## src/design/uadm_defs.svh

```systemverilog
// constants of the descriptor store: lengths, programmable field positions, timing
// What this block does
// One configuration holding a control, an audio and a HID interface.
// Map index at start-up is decoded from the two map-select pins.
// An EEPROM-loaded map may replace the chosen built-in map.
// Vendor, product, attributes, power, master controls, output type come from the map.
// Every descriptor byte is returned whenever the host asks for it once the map is fixed; earlier reads get the error flag.
// Device descriptor advertises eight bytes for the default control endpoint.
// Device descriptor states exactly one configuration.
// Configuration descriptor reports three interfaces and configuration value one.
// Audio interface offers seven alternate settings, host-selected.
// Audio-control interface: number zero, audio class, control subclass, no endpoints.
// Audio-control header: revision 0900, total length 2B00, one streaming interface one.
// Terminals not controllable; feature unit offers volume, mute, treble, bass, boost.
// Feature unit: unit 02, source 01, control size 02, channels 0200.
// Input terminal: ID 01, streaming type, two channels, configuration 0300.
// Output terminal: ID 03, source 02, programmable type defaulting to 0103.
// Sink endpoint buffer holds at most 336 bytes per frame.
// Packet sizes are computed at the top sample rate of 55 kHz.
// Max packet equals bytes per sample times channels times 56.
// Map-select pins sampled once after reset; choice held until reset or load.
`ifndef UADM_DEFS_SVH
`define UADM_DEFS_SVH

`define UADM_DEV_LEN 18
`define UADM_ALT_LEN 48
`define UADM_NUM_ALT 6
`define UADM_CFG_LEN 378
`define UADM_CFG_TOTAL 16'h017A
`define UADM_IDX_W 9

`define UADM_MAP_BYTES 10
`define UADM_MAP_VID_LO 0
`define UADM_MAP_VID_HI 1
`define UADM_MAP_PID_LO 2
`define UADM_MAP_PID_HI 3
`define UADM_MAP_ATTR 4
`define UADM_MAP_POWER 5
`define UADM_MAP_MCTL_LO 6
`define UADM_MAP_MCTL_HI 7
`define UADM_MAP_OTT_LO 8
`define UADM_MAP_OTT_HI 9

`define UADM_EP0_MAX_PACKET 8'h08
`define UADM_SAMPLES_PER_FRAME 56
`define UADM_TOP_RATE_KHZ 55
`define UADM_SINK_BUF_BYTES 336
`define UADM_SETTLE_CYCLES 4

`endif

```

## src/design/uadm_pkg.sv

```systemverilog
// types shared by the descriptor store
package uadm_pkg;

  typedef enum logic [1:0] {
    UADM_ST_SETTLE = 2'b00,
    UADM_ST_READY = 2'b01
  } uadm_state_t;

  typedef enum logic {
    UADM_SEL_DEVICE = 1'b0,
    UADM_SEL_CONFIG = 1'b1
  } uadm_desc_sel_t;

endpackage : uadm_pkg

```

## src/design/uadm_desc_map.sv

```systemverilog
// descriptor store of the audio sink: built-in maps, eeprom overlay, byte read port, alt setting
`timescale 1ns/1ps
`include "uadm_defs.svh"
module uadm_desc_map #(
  // all four default maps carry arbitrary identity values
  parameter logic [`UADM_MAP_BYTES*8-1:0] BUILTIN_MAP0 = 80'h0301_0115_00_40_0100_3412,
  parameter logic [`UADM_MAP_BYTES*8-1:0] BUILTIN_MAP1 = 80'h0301_0115_00_40_0200_3412,
  parameter logic [`UADM_MAP_BYTES*8-1:0] BUILTIN_MAP2 = 80'h0301_0115_00_40_0300_3412,
  parameter logic [`UADM_MAP_BYTES*8-1:0] BUILTIN_MAP3 = 80'h0301_0115_00_40_0400_3412
) (
  input wire logic I_REF_CLK,
  input wire logic I_RST,
  input wire logic I_MAP_SELECT_HIGH_PIN,
  input wire logic I_MAP_SELECT_LOW_PIN,
  input wire logic I_RD_REQ,
  input wire logic I_RD_SEL,
  input wire logic [`UADM_IDX_W-1:0] I_RD_INDEX,
  input wire logic I_LOAD_VALID,
  input wire logic [3:0] I_LOAD_ADDR,
  input wire logic [7:0] I_LOAD_DATA,
  input wire logic I_LOAD_COMMIT,
  input wire logic I_SET_ALT,
  input wire logic [2:0] I_ALT_VALUE,
  output logic O_READY,
  output logic [1:0] O_MAP_INDEX,
  output logic O_MAP_FROM_EEPROM,
  output logic O_RD_VALID,
  output logic [7:0] O_RD_DATA,
  output logic O_RD_LAST,
  output logic O_RD_ERR,
  output logic [2:0] O_ALT_SETTING,
  output logic [8:0] O_MAX_PACKET,
  output logic O_ALT_ERR
);

  localparam int MAP_W = `UADM_MAP_BYTES * 8;
  localparam int SETTLE_W = 3;
  // latch edge must trail three synchroniser stages plus the agreement flop, else the pins read as zero
  localparam logic [SETTLE_W-1:0] SETTLE_LAST = SETTLE_W'(`UADM_SETTLE_CYCLES);

  uadm_pkg::uadm_state_t state;
  logic [SETTLE_W-1:0] settle_cnt;
  logic [1:0] pin_level;
  logic [MAP_W-1:0] map_cur;
  logic [MAP_W-1:0] map_stage;
  logic [MAP_W-1:0] next_stage;
  logic [MAP_W-1:0] builtin_sel;

  uadm_pin_sync #(
    .WIDTH(2)
  ) u_pin_sync (
    .i_clk(I_REF_CLK),
    .i_rst(I_RST),
    .i_pin({I_MAP_SELECT_HIGH_PIN, I_MAP_SELECT_LOW_PIN}),
    .o_level(pin_level)
  );

  function automatic logic [7:0] map_byte(input logic [MAP_W-1:0] m, input int k);
    map_byte = m[k*8 +: 8];
  endfunction : map_byte

  // bytes per sample rise every two settings, odd settings are mono
  function automatic logic [8:0] max_packet_of(input logic [2:0] alt);
    logic [8:0] sub;
    logic [8:0] ch;
    sub = 9'((int'(alt) + 1) / 2);
    ch = alt[0] ? 9'h001 : 9'h002;
    if (alt == 3'h0 || alt > 3'(`UADM_NUM_ALT))
      max_packet_of = 9'h000;
    else
      max_packet_of = 9'(sub * ch * 9'(`UADM_SAMPLES_PER_FRAME));
  endfunction : max_packet_of

  always_comb
  begin
    // code 0 and any unknown pin pair fall through to the first map
    builtin_sel = BUILTIN_MAP0;
    if (pin_level == 2'h1)
      builtin_sel = BUILTIN_MAP1;
    else if (pin_level == 2'h2)
      builtin_sel = BUILTIN_MAP2;
    else if (pin_level == 2'h3)
      builtin_sel = BUILTIN_MAP3;
  end

  // settle wait covers the synchroniser depth before the strap is trusted
  always_ff @(posedge I_REF_CLK)
  begin
    if (I_RST)
    begin
      state <= uadm_pkg::UADM_ST_SETTLE;
      settle_cnt <= '0;
    end
    else
    begin
      case (state)
        uadm_pkg::UADM_ST_SETTLE:
        begin
          settle_cnt <= settle_cnt + 3'h1;
          if (settle_cnt == SETTLE_LAST)
            state <= uadm_pkg::UADM_ST_READY;
        end
        uadm_pkg::UADM_ST_READY:
          state <= uadm_pkg::UADM_ST_READY;
        default:
          state <= uadm_pkg::UADM_ST_SETTLE;
      endcase
    end
  end

  always_comb
  begin
    next_stage = map_stage;
    if (I_LOAD_VALID && I_LOAD_ADDR < 4'(`UADM_MAP_BYTES))
      next_stage[I_LOAD_ADDR*8 +: 8] = I_LOAD_DATA;
  end

  // the pins are looked at only on the settle-to-ready step; later pin changes are ignored
  always_ff @(posedge I_REF_CLK)
  begin
    if (I_RST)
    begin
      map_cur <= '0;
      map_stage <= '0;
      O_MAP_INDEX <= 2'h0;
      O_MAP_FROM_EEPROM <= 1'b0;
      O_READY <= 1'b0;
    end
    else if (state == uadm_pkg::UADM_ST_SETTLE)
    begin
      if (settle_cnt == SETTLE_LAST)
      begin
        map_cur <= builtin_sel;
        map_stage <= builtin_sel;
        O_MAP_INDEX <= pin_level;
        O_READY <= 1'b1;
      end
    end
    else
    begin
      // loads land only once ready; before that the stage is still being seeded
      map_stage <= next_stage;
      if (I_LOAD_COMMIT)
      begin
        map_cur <= next_stage;
        O_MAP_FROM_EEPROM <= 1'b1;
      end
    end
  end

  logic [7:0] vid_lo;
  logic [7:0] vid_hi;
  logic [7:0] pid_lo;
  logic [7:0] pid_hi;
  logic [7:0] cfg_attr;
  logic [7:0] cfg_power;
  logic [7:0] mctl_lo;
  logic [7:0] mctl_hi;
  logic [7:0] ott_lo;
  logic [7:0] ott_hi;

  assign vid_lo = map_byte(map_cur, `UADM_MAP_VID_LO);
  assign vid_hi = map_byte(map_cur, `UADM_MAP_VID_HI);
  assign pid_lo = map_byte(map_cur, `UADM_MAP_PID_LO);
  assign pid_hi = map_byte(map_cur, `UADM_MAP_PID_HI);
  assign cfg_attr = map_byte(map_cur, `UADM_MAP_ATTR);
  assign cfg_power = map_byte(map_cur, `UADM_MAP_POWER);
  assign mctl_lo = map_byte(map_cur, `UADM_MAP_MCTL_LO);
  assign mctl_hi = map_byte(map_cur, `UADM_MAP_MCTL_HI);
  assign ott_lo = map_byte(map_cur, `UADM_MAP_OTT_LO);
  assign ott_hi = map_byte(map_cur, `UADM_MAP_OTT_HI);

  logic [`UADM_DEV_LEN*8-1:0] dev_vec;
  logic [`UADM_NUM_ALT*`UADM_ALT_LEN*8-1:0] alt_vec;
  logic [`UADM_CFG_LEN*8-1:0] cfg_vec;
  logic [15:0] cfg_total;

  assign cfg_total = `UADM_CFG_TOTAL;

  // first byte sits in the top lane; readout flips the index
  assign dev_vec = {
    8'h12, 8'h01, 8'h00, 8'h01, 8'h00, 8'h00, 8'h00,
    `UADM_EP0_MAX_PACKET,
    vid_lo, vid_hi, pid_lo, pid_hi,
    8'h00, 8'h01, 8'h01, 8'h02, 8'h03,
    8'h01
  };

  genvar a;
  generate
    for (a = 1; a <= `UADM_NUM_ALT; a++)
    begin : g_alt
      localparam logic [7:0] SUB = 8'((a + 1) / 2);
      localparam logic [7:0] CH = (a % 2 == 1) ? 8'h01 : 8'h02;
      localparam logic [7:0] RES = (SUB == 8'h01) ? 8'h08 : ((SUB == 8'h02) ? 8'h10 : 8'h14);
      localparam logic [15:0] MPS = 16'(int'(SUB) * int'(CH) * `UADM_SAMPLES_PER_FRAME);
      assign alt_vec[(`UADM_NUM_ALT-a)*`UADM_ALT_LEN*8 +: `UADM_ALT_LEN*8] = {
        8'h0B, 8'h04, 8'h01, 8'(a), 8'h01, 8'h01, 8'h02, 8'h00, 8'h00, 8'h01, 8'h00,
        8'h07, 8'h24, 8'h01, 8'h01, 8'h00, 8'h01, 8'h00,
        8'h0E, 8'h24, 8'h02, 8'h01, CH, SUB, RES, 8'h00,
        8'h7E, 8'h13, 8'h00, 8'hE2, 8'hD6, 8'h00,
        8'h09, 8'h05, 8'h04, 8'h09, MPS[7:0], MPS[15:8], 8'h01, 8'h00, 8'h00,
        8'h07, 8'h25, 8'h01, 8'h00, 8'h02, 8'h00, 8'h02
      };
    end
  endgenerate

  assign cfg_vec = {
    8'h09, 8'h02, cfg_total[7:0], cfg_total[15:8],
    8'h03, 8'h01, 8'h00, cfg_attr, cfg_power,
    8'h0B, 8'h04, 8'h00, 8'h00, 8'h00, 8'h01, 8'h01, 8'h00, 8'h00, 8'h01, 8'h00,
    8'h09, 8'h24, 8'h01, 8'h09, 8'h00, 8'h2B, 8'h00, 8'h01, 8'h01,
    8'h0C, 8'h24, 8'h02, 8'h01, 8'h01, 8'h01, 8'h00, 8'h02, 8'h03, 8'h00, 8'h00, 8'h00,
    8'h0D, 8'h24, 8'h06, 8'h02, 8'h01, 8'h02,
    mctl_lo, mctl_hi, 8'h02, 8'h00, 8'h02, 8'h00, 8'h00,
    8'h09, 8'h24, 8'h03, 8'h03, ott_lo, ott_hi, 8'h00, 8'h02, 8'h00,
    8'h0B, 8'h04, 8'h01, 8'h00, 8'h00, 8'h01, 8'h02, 8'h00, 8'h00, 8'h01, 8'h00,
    alt_vec,
    // hid interface with its interrupt-in endpoint three, 64-byte packets every frame
    8'h09, 8'h04, 8'h02, 8'h00, 8'h01, 8'h03, 8'h00, 8'h00, 8'h00,
    8'h07, 8'h05, 8'h83, 8'h03, 8'h40, 8'h00, 8'h01
  };

  logic rd_in_range;
  logic rd_is_last;
  logic [7:0] rd_byte;

  always_comb
  begin
    // an index past the selected descriptor is refused rather than wrapped
    rd_in_range = 1'b0;
    rd_is_last = 1'b0;
    rd_byte = 8'h00;
    if (I_RD_SEL == uadm_pkg::UADM_SEL_DEVICE)
    begin
      if (I_RD_INDEX < `UADM_IDX_W'(`UADM_DEV_LEN))
      begin
        rd_in_range = 1'b1;
        rd_is_last = (I_RD_INDEX == `UADM_IDX_W'(`UADM_DEV_LEN - 1));
        rd_byte = dev_vec[(`UADM_DEV_LEN - 1 - int'(I_RD_INDEX))*8 +: 8];
      end
    end
    else if (I_RD_INDEX < `UADM_IDX_W'(`UADM_CFG_LEN))
    begin
      rd_in_range = 1'b1;
      rd_is_last = (I_RD_INDEX == `UADM_IDX_W'(`UADM_CFG_LEN - 1));
      rd_byte = cfg_vec[(`UADM_CFG_LEN - 1 - int'(I_RD_INDEX))*8 +: 8];
    end
  end

  // reads before the map is fixed are refused so the host never sees a half-chosen map
  always_ff @(posedge I_REF_CLK)
  begin
    if (I_RST)
    begin
      O_RD_VALID <= 1'b0;
      O_RD_DATA <= 8'h00;
      O_RD_LAST <= 1'b0;
      O_RD_ERR <= 1'b0;
    end
    else
    begin
      // every request is answered, a refused one with the error flag, so the host never waits on silence
      O_RD_VALID <= I_RD_REQ;
      if (I_RD_REQ && O_READY && rd_in_range)
      begin
        O_RD_DATA <= rd_byte;
        O_RD_LAST <= rd_is_last;
        O_RD_ERR <= 1'b0;
      end
      else
      begin
        O_RD_DATA <= 8'h00;
        O_RD_LAST <= 1'b0;
        O_RD_ERR <= I_RD_REQ;
      end
    end
  end

  always_ff @(posedge I_REF_CLK)
  begin
    if (I_RST)
    begin
      O_ALT_SETTING <= 3'h0;
      O_MAX_PACKET <= 9'h000;
      O_ALT_ERR <= 1'b0;
    end
    else if (I_SET_ALT)
    begin
      if (I_ALT_VALUE <= 3'(`UADM_NUM_ALT))
      begin
        O_ALT_SETTING <= I_ALT_VALUE;
        O_MAX_PACKET <= max_packet_of(I_ALT_VALUE);
        O_ALT_ERR <= 1'b0;
      end
      else
      begin
        // a refused value leaves the active setting and its packet size alone
        O_ALT_ERR <= 1'b1;
      end
    end
  end

endmodule : uadm_desc_map

```

## src/design/uadm_pin_sync.sv

```systemverilog
// three-stage pin synchroniser with agreement filter
`timescale 1ns/1ps
module uadm_pin_sync #(
  parameter int WIDTH = 2
) (
  input wire logic i_clk,
  input wire logic i_rst,
  input wire logic [WIDTH-1:0] i_pin,
  output logic [WIDTH-1:0] o_level
);

  logic [WIDTH-1:0] stage1;
  logic [WIDTH-1:0] stage2;
  logic [WIDTH-1:0] stage3;

  always_ff @(posedge i_clk)
  begin
    if (i_rst)
    begin
      stage1 <= '0;
      stage2 <= '0;
      stage3 <= '0;
    end
    else
    begin
      stage1 <= i_pin;
      stage2 <= stage1;
      stage3 <= stage2;
    end
  end

  // a bit moves only once two later stages agree, so a single metastable sample cannot pass
  genvar b;
  generate
    for (b = 0; b < WIDTH; b++)
    begin : g_bit
      always_ff @(posedge i_clk)
      begin
        if (i_rst)
          o_level[b] <= 1'b0;
        else if (stage2[b] == stage3[b])
          o_level[b] <= stage3[b];
      end
    end
  endgenerate

endmodule : uadm_pin_sync

```

## config.mk

```make
export PLATFORM = sky130hd
export DESIGN_NAME = uadm_desc_map
export DESIGN_NICKNAME = d
export VERILOG_FILES = /design/src/design/uadm_pkg.sv /design/src/design/uadm_desc_map.sv /design/src/design/uadm_pin_sync.sv
export VERILOG_INCLUDE_DIRS = /design/src /design/src/design
export SDC_FILE = /design/constraint.sdc
export NUM_CORES = 1
export LEC_CHECK = 0
export ABC_AREA = 1
export BUFFER_PORTS_ARGS = -buffer_cell sky130_fd_sc_hd__buf_2
export CAP_MARGIN = 20
export CORE_MARGIN = 2
export CORE_UTILIZATION = 56
export DETAILED_ROUTE_END_ITERATION = 6
export PLACE_DENSITY = 0.86
export SLEW_MARGIN = 15
export SYNTH_ARGS = -nofsm -noshare
export SYNTH_HDL_FRONTEND = slang
export SYNTH_SLANG_ARGS = --single-unit
```

## constraint.sdc

```tcl
create_clock -name I_REF_CLK -period 2.59 [get_ports I_REF_CLK]
set_clock_uncertainty 0.1 [all_clocks]
set_input_delay 0.518 -clock I_REF_CLK [delete_from_list [all_inputs] [get_ports I_REF_CLK]]
set_output_delay 0.518 -clock I_REF_CLK [all_outputs]
set_load 0.02 [all_outputs]
```

==> impl_results.md <==
- Worst-path clk slew: around 0.08 ns
- Number of synthesized flops with an enable pin: 0
- Peak VDD IR: 492 uV
- Global route overflow: 0
- Synthesized-area fraction occupied by xor and xnor cells: less than 1%
- Top post-synthesis cells by area: dfxtp_1, nand2_1, a21oi_1
- Tmin final: 2.55 ns
- Final wirelength: 44,700 um
- Worst slew pin tran: just under 0.7 ns
- Total number of vias: 13,900
- Number of global-route vias before repair: about 13,000
- Commonest non-fill, non-tap cell in the layout: nand2_1
- CP peak stage delay: between 0.2 and 0.25 ns
- Main combinational cell family by area after synthesis: simple AND/OR/NAND/NOR gates
- Crit path depth: 15
- Period utilization: ~99%
- Max FO, Critical Path: 11
- Top FF cell, synth: dfxtp_1
- # DRC: 21
- Final Max Slew Viols: 0
- Final Wtd Congestion: between 1 and 1.5
- Critical Path Sink: O_RD_DATA[7]
- Bufs and invs on worst path: 5
- Syn Inst Count: between 1,500 and 2,000
- Leakage: approximately 6.2 nW
- Seq cells post-synth: 197
- Sequential share of the synthesized area: between 30% and 40%
- Critical Path AT: between 2 and 3 ns
- CTS tree: yes
- Mean Syn Cell Area: approximately 6.4 sq um
- Die Y-Extent: approximately 150 um
- Simple-gate share of the synthesized area: between 30% and 40%
- Initial antenna violation count: 0
- CP delay by family, top: simple AND/OR/NAND/NOR gates
- R2r setup slk: between 0.3 and 0.4 ns
- Chip Width: ~150 um
- Clock sinks: 197
- RSZ-0062 raised after global routing: yes
- Root Buffer Master: clkbuf_16
- Outcome: complete, but fails checks
- Pin count of the biggest net entering global routing: 108
- CTS buffer count: 17
- Final Hold Fails: 0
- Synth Area in Adders: approximately 1.4%
- Post-synthesis compound-gate area fraction: 21.1%
- Mux cell area share after synthesis: 0%
- Ys Warns: 0
- Clk Latency, worst-skew pair: about 0.45 ns
- PortBufs: 57
- Critical R2R Launch: settle_cnt[0]
- Via density: 6.05
- Synthesized area: about 11,000 sq um
- # diodes: 0
- CP Launch Point: I_RD_INDEX[2]
- Nature of the critical path endpoint: flip-flop
- Slew HR: between 50% and 60%
- Die ar.: around 21,000 sq um
- Wire length per cell: approximately 19 um
- Total I/O pin count: between 60 and 70
- H-tree Lvls: 4
- Critical setup path kind: in2reg
- Yosys top cell by area: dfxtp_1
- Yosys top cell area share: a little over a third
- Netlist cell types: 50
- GRT Total Usage: slightly above 40%
- Hpwl dp: about 32,000 um
- Num rows: between 50 and 60
- Fin cells: 2,295
- Violated checks: design-rule violations
- First-pass DRT Iterations: 7
- Critical-path cell list: buf_2, inv_1, ha_2, inv_1, nand2_1, nand2_2, buf_4, nor2_2, inv_2, nor2_4, nand2_1, and3_1, o31ai_1, nand3_1, a21oi_1
- Tot Pwr: between 7 and 8 mW
- R2R depth: 10
- Startpoint types: primary input
- Critical path's slowest cell: o31ai_1
- Area delta synth->final: 24.8%
- Share of cells above drive strength 1: roughly a fifth
- Async S/R FF share, synth: 0%
- Post-route ant nets: 0
- Commonest non-fill, non-tap cells in the layout: nand2_1, buf_4, dfxtp_1, a21oi_1, nor2_1
- R2R Path End: map_cur[25]
- Layout Nets: roughly 2,000
- Pwr/cell area: approximately 550 nW/um^2
- Core Region: between 20,000 and 25,000 sq um
- Starting Density: a little under three fifths
- Req. time, crit path: ~2.8 ns
- Cell count after placement: about 2,300
- First-pass GRT wire length: ~70,000 um
- Max Fclk: between 300 and 400 MHz
- Iteration-0 DRC Markers: roughly 2,000
- Max_cap viols: 0
- Hold Path Class: in2reg
- Clock buffer depth: 2
- Endpoints failing setup: 0
metal layers:
layer	share of wire, %	routed length [um]	up-vias	GRT usage (%)
li1	-	-	6334	-
met1	38	16800	6228	52.9
met2	44	19600	1080	65.5
met3	12	5320	249	7.03
met4	6.6	2950	0	21.9
met5	0	0	-	0
worst min-delay path, cell delays in order:
cell    delay (ns)
buf_2         0.10
inv_1         0.04
nor2_1        0.03
how the worst min path moves through the flow:
| stage | cells past startpoint | slack [ns] | start | to |
|---|---|---|---|---|
| global route | 3 | 0.19 | I_MAP_SELECT_LOW_PIN | u_pin_sync.stage1[0] |
| finish | 3 | 0.17 | I_MAP_SELECT_LOW_PIN | u_pin_sync.stage1[0] |
| detailed placement | 2 | 0.29 | u_pin_sync.stage1[1] | u_pin_sync.stage2[1] |
| global placement | 2 | 0.29 | u_pin_sync.stage1[1] | u_pin_sync.stage2[1] |
| CTS | 3 | 0.17 | I_MAP_SELECT_LOW_PIN | u_pin_sync.stage1[0] |
| floorplan | 2 | 0.29 | u_pin_sync.stage1[0] | u_pin_sync.stage2[0] |
cell usage after synthesis, types with 3 or more instances:
cell and number:
nand2_1 467, dfxtp_1 197, a21oi_1 196, nor2_1 185
inv_1 169, nand3_1 109, o21ai_0 103, clkbuf_1 61
o211ai_1 42, nor3_1 33, a22oi_1 21, nand4_1 20
buf_2 19, a211oi_1 11, ha_1 11, a31oi_1 10
inv_2 10, o21ai_1 10, buf_1 8, nand2_2 8
buf_4 7, clkinv_1 7, o21a_1 7, nor2_4 6
nor2_2 5, o21bai_1 5, o22ai_1 5, o31ai_1 5
nor4_1 4, or2_1 4, nand2_4 3, nand3_2 3
o311ai_0 3, or2_2 3
cells by family after synthesis:
group / after synthesis
adders and majority gates: 12
and+or+nand+nor: 859
xor gates and xnor gates: 5
DFF: 197
AOI/OAI and AO/OA: 424
buffers and inverters: 283
other: 1
final cells by class:
type	instances	area, sq um
tap	270	338
multi-input combinational	1303	6380
clock buffer	19	443
clock inverter	13	135
timing repair buffer	307	2230
inverter	186	701
sequential	197	3940
fill	1654	5870
timing repair:
action | CTS | global route
setup buffers | 0 | 2
endpoints found under the hold margin | 0 | 0
gates resized for setup | 0 | 29
hold buffers | 0 | 0
endpoints found under the setup margin | 0 | 34
where the power goes:
group / internal [mW] / switching [mW] / leakage (nW) / total (mW)
logic: 0.693 / 1.22 / 4.28 / 1.91
clock network: 1.31 / 1.35 / 0.274 / 2.66
registers: 3.12 / 0.0552 / 1.59 / 3.18
total: 5.13 / 2.63 / 6.15 / 7.75
stage by stage:
stage / setup TNS [ns] / setup WS [ns] / cell area [sq um] / hold WS, ns / util, %
3_5_place_dp: -12.98 / -0.431 / 13500 / 0.294 / 67.3
4_1_cts: 0 / 0.00977 / 14100 / 0.168 / 70.2
5_1_grt: -0.528 / -0.0661 / 14200 / 0.190 / 70.7
2_1_floorplan: 0 / 0.0108 / 11400 / 0.288 / -
6_report: 0 / 0.0353 / 14200 / 0.167 / 70.7
3_3_place_gp: -3.39 / -0.420 / 13500 / 0.290 / 67.3
registers in the layout (all words and copies together) (netlist names), 3 cells and up:
name	count
settle_cnt	3
O_RD_DATA	8
map_stage	80
map_cur	80
O_MAX_PACKET	6
O_ALT_SETTING	3
No activity file was read; power rests on OpenSTA's default activity.
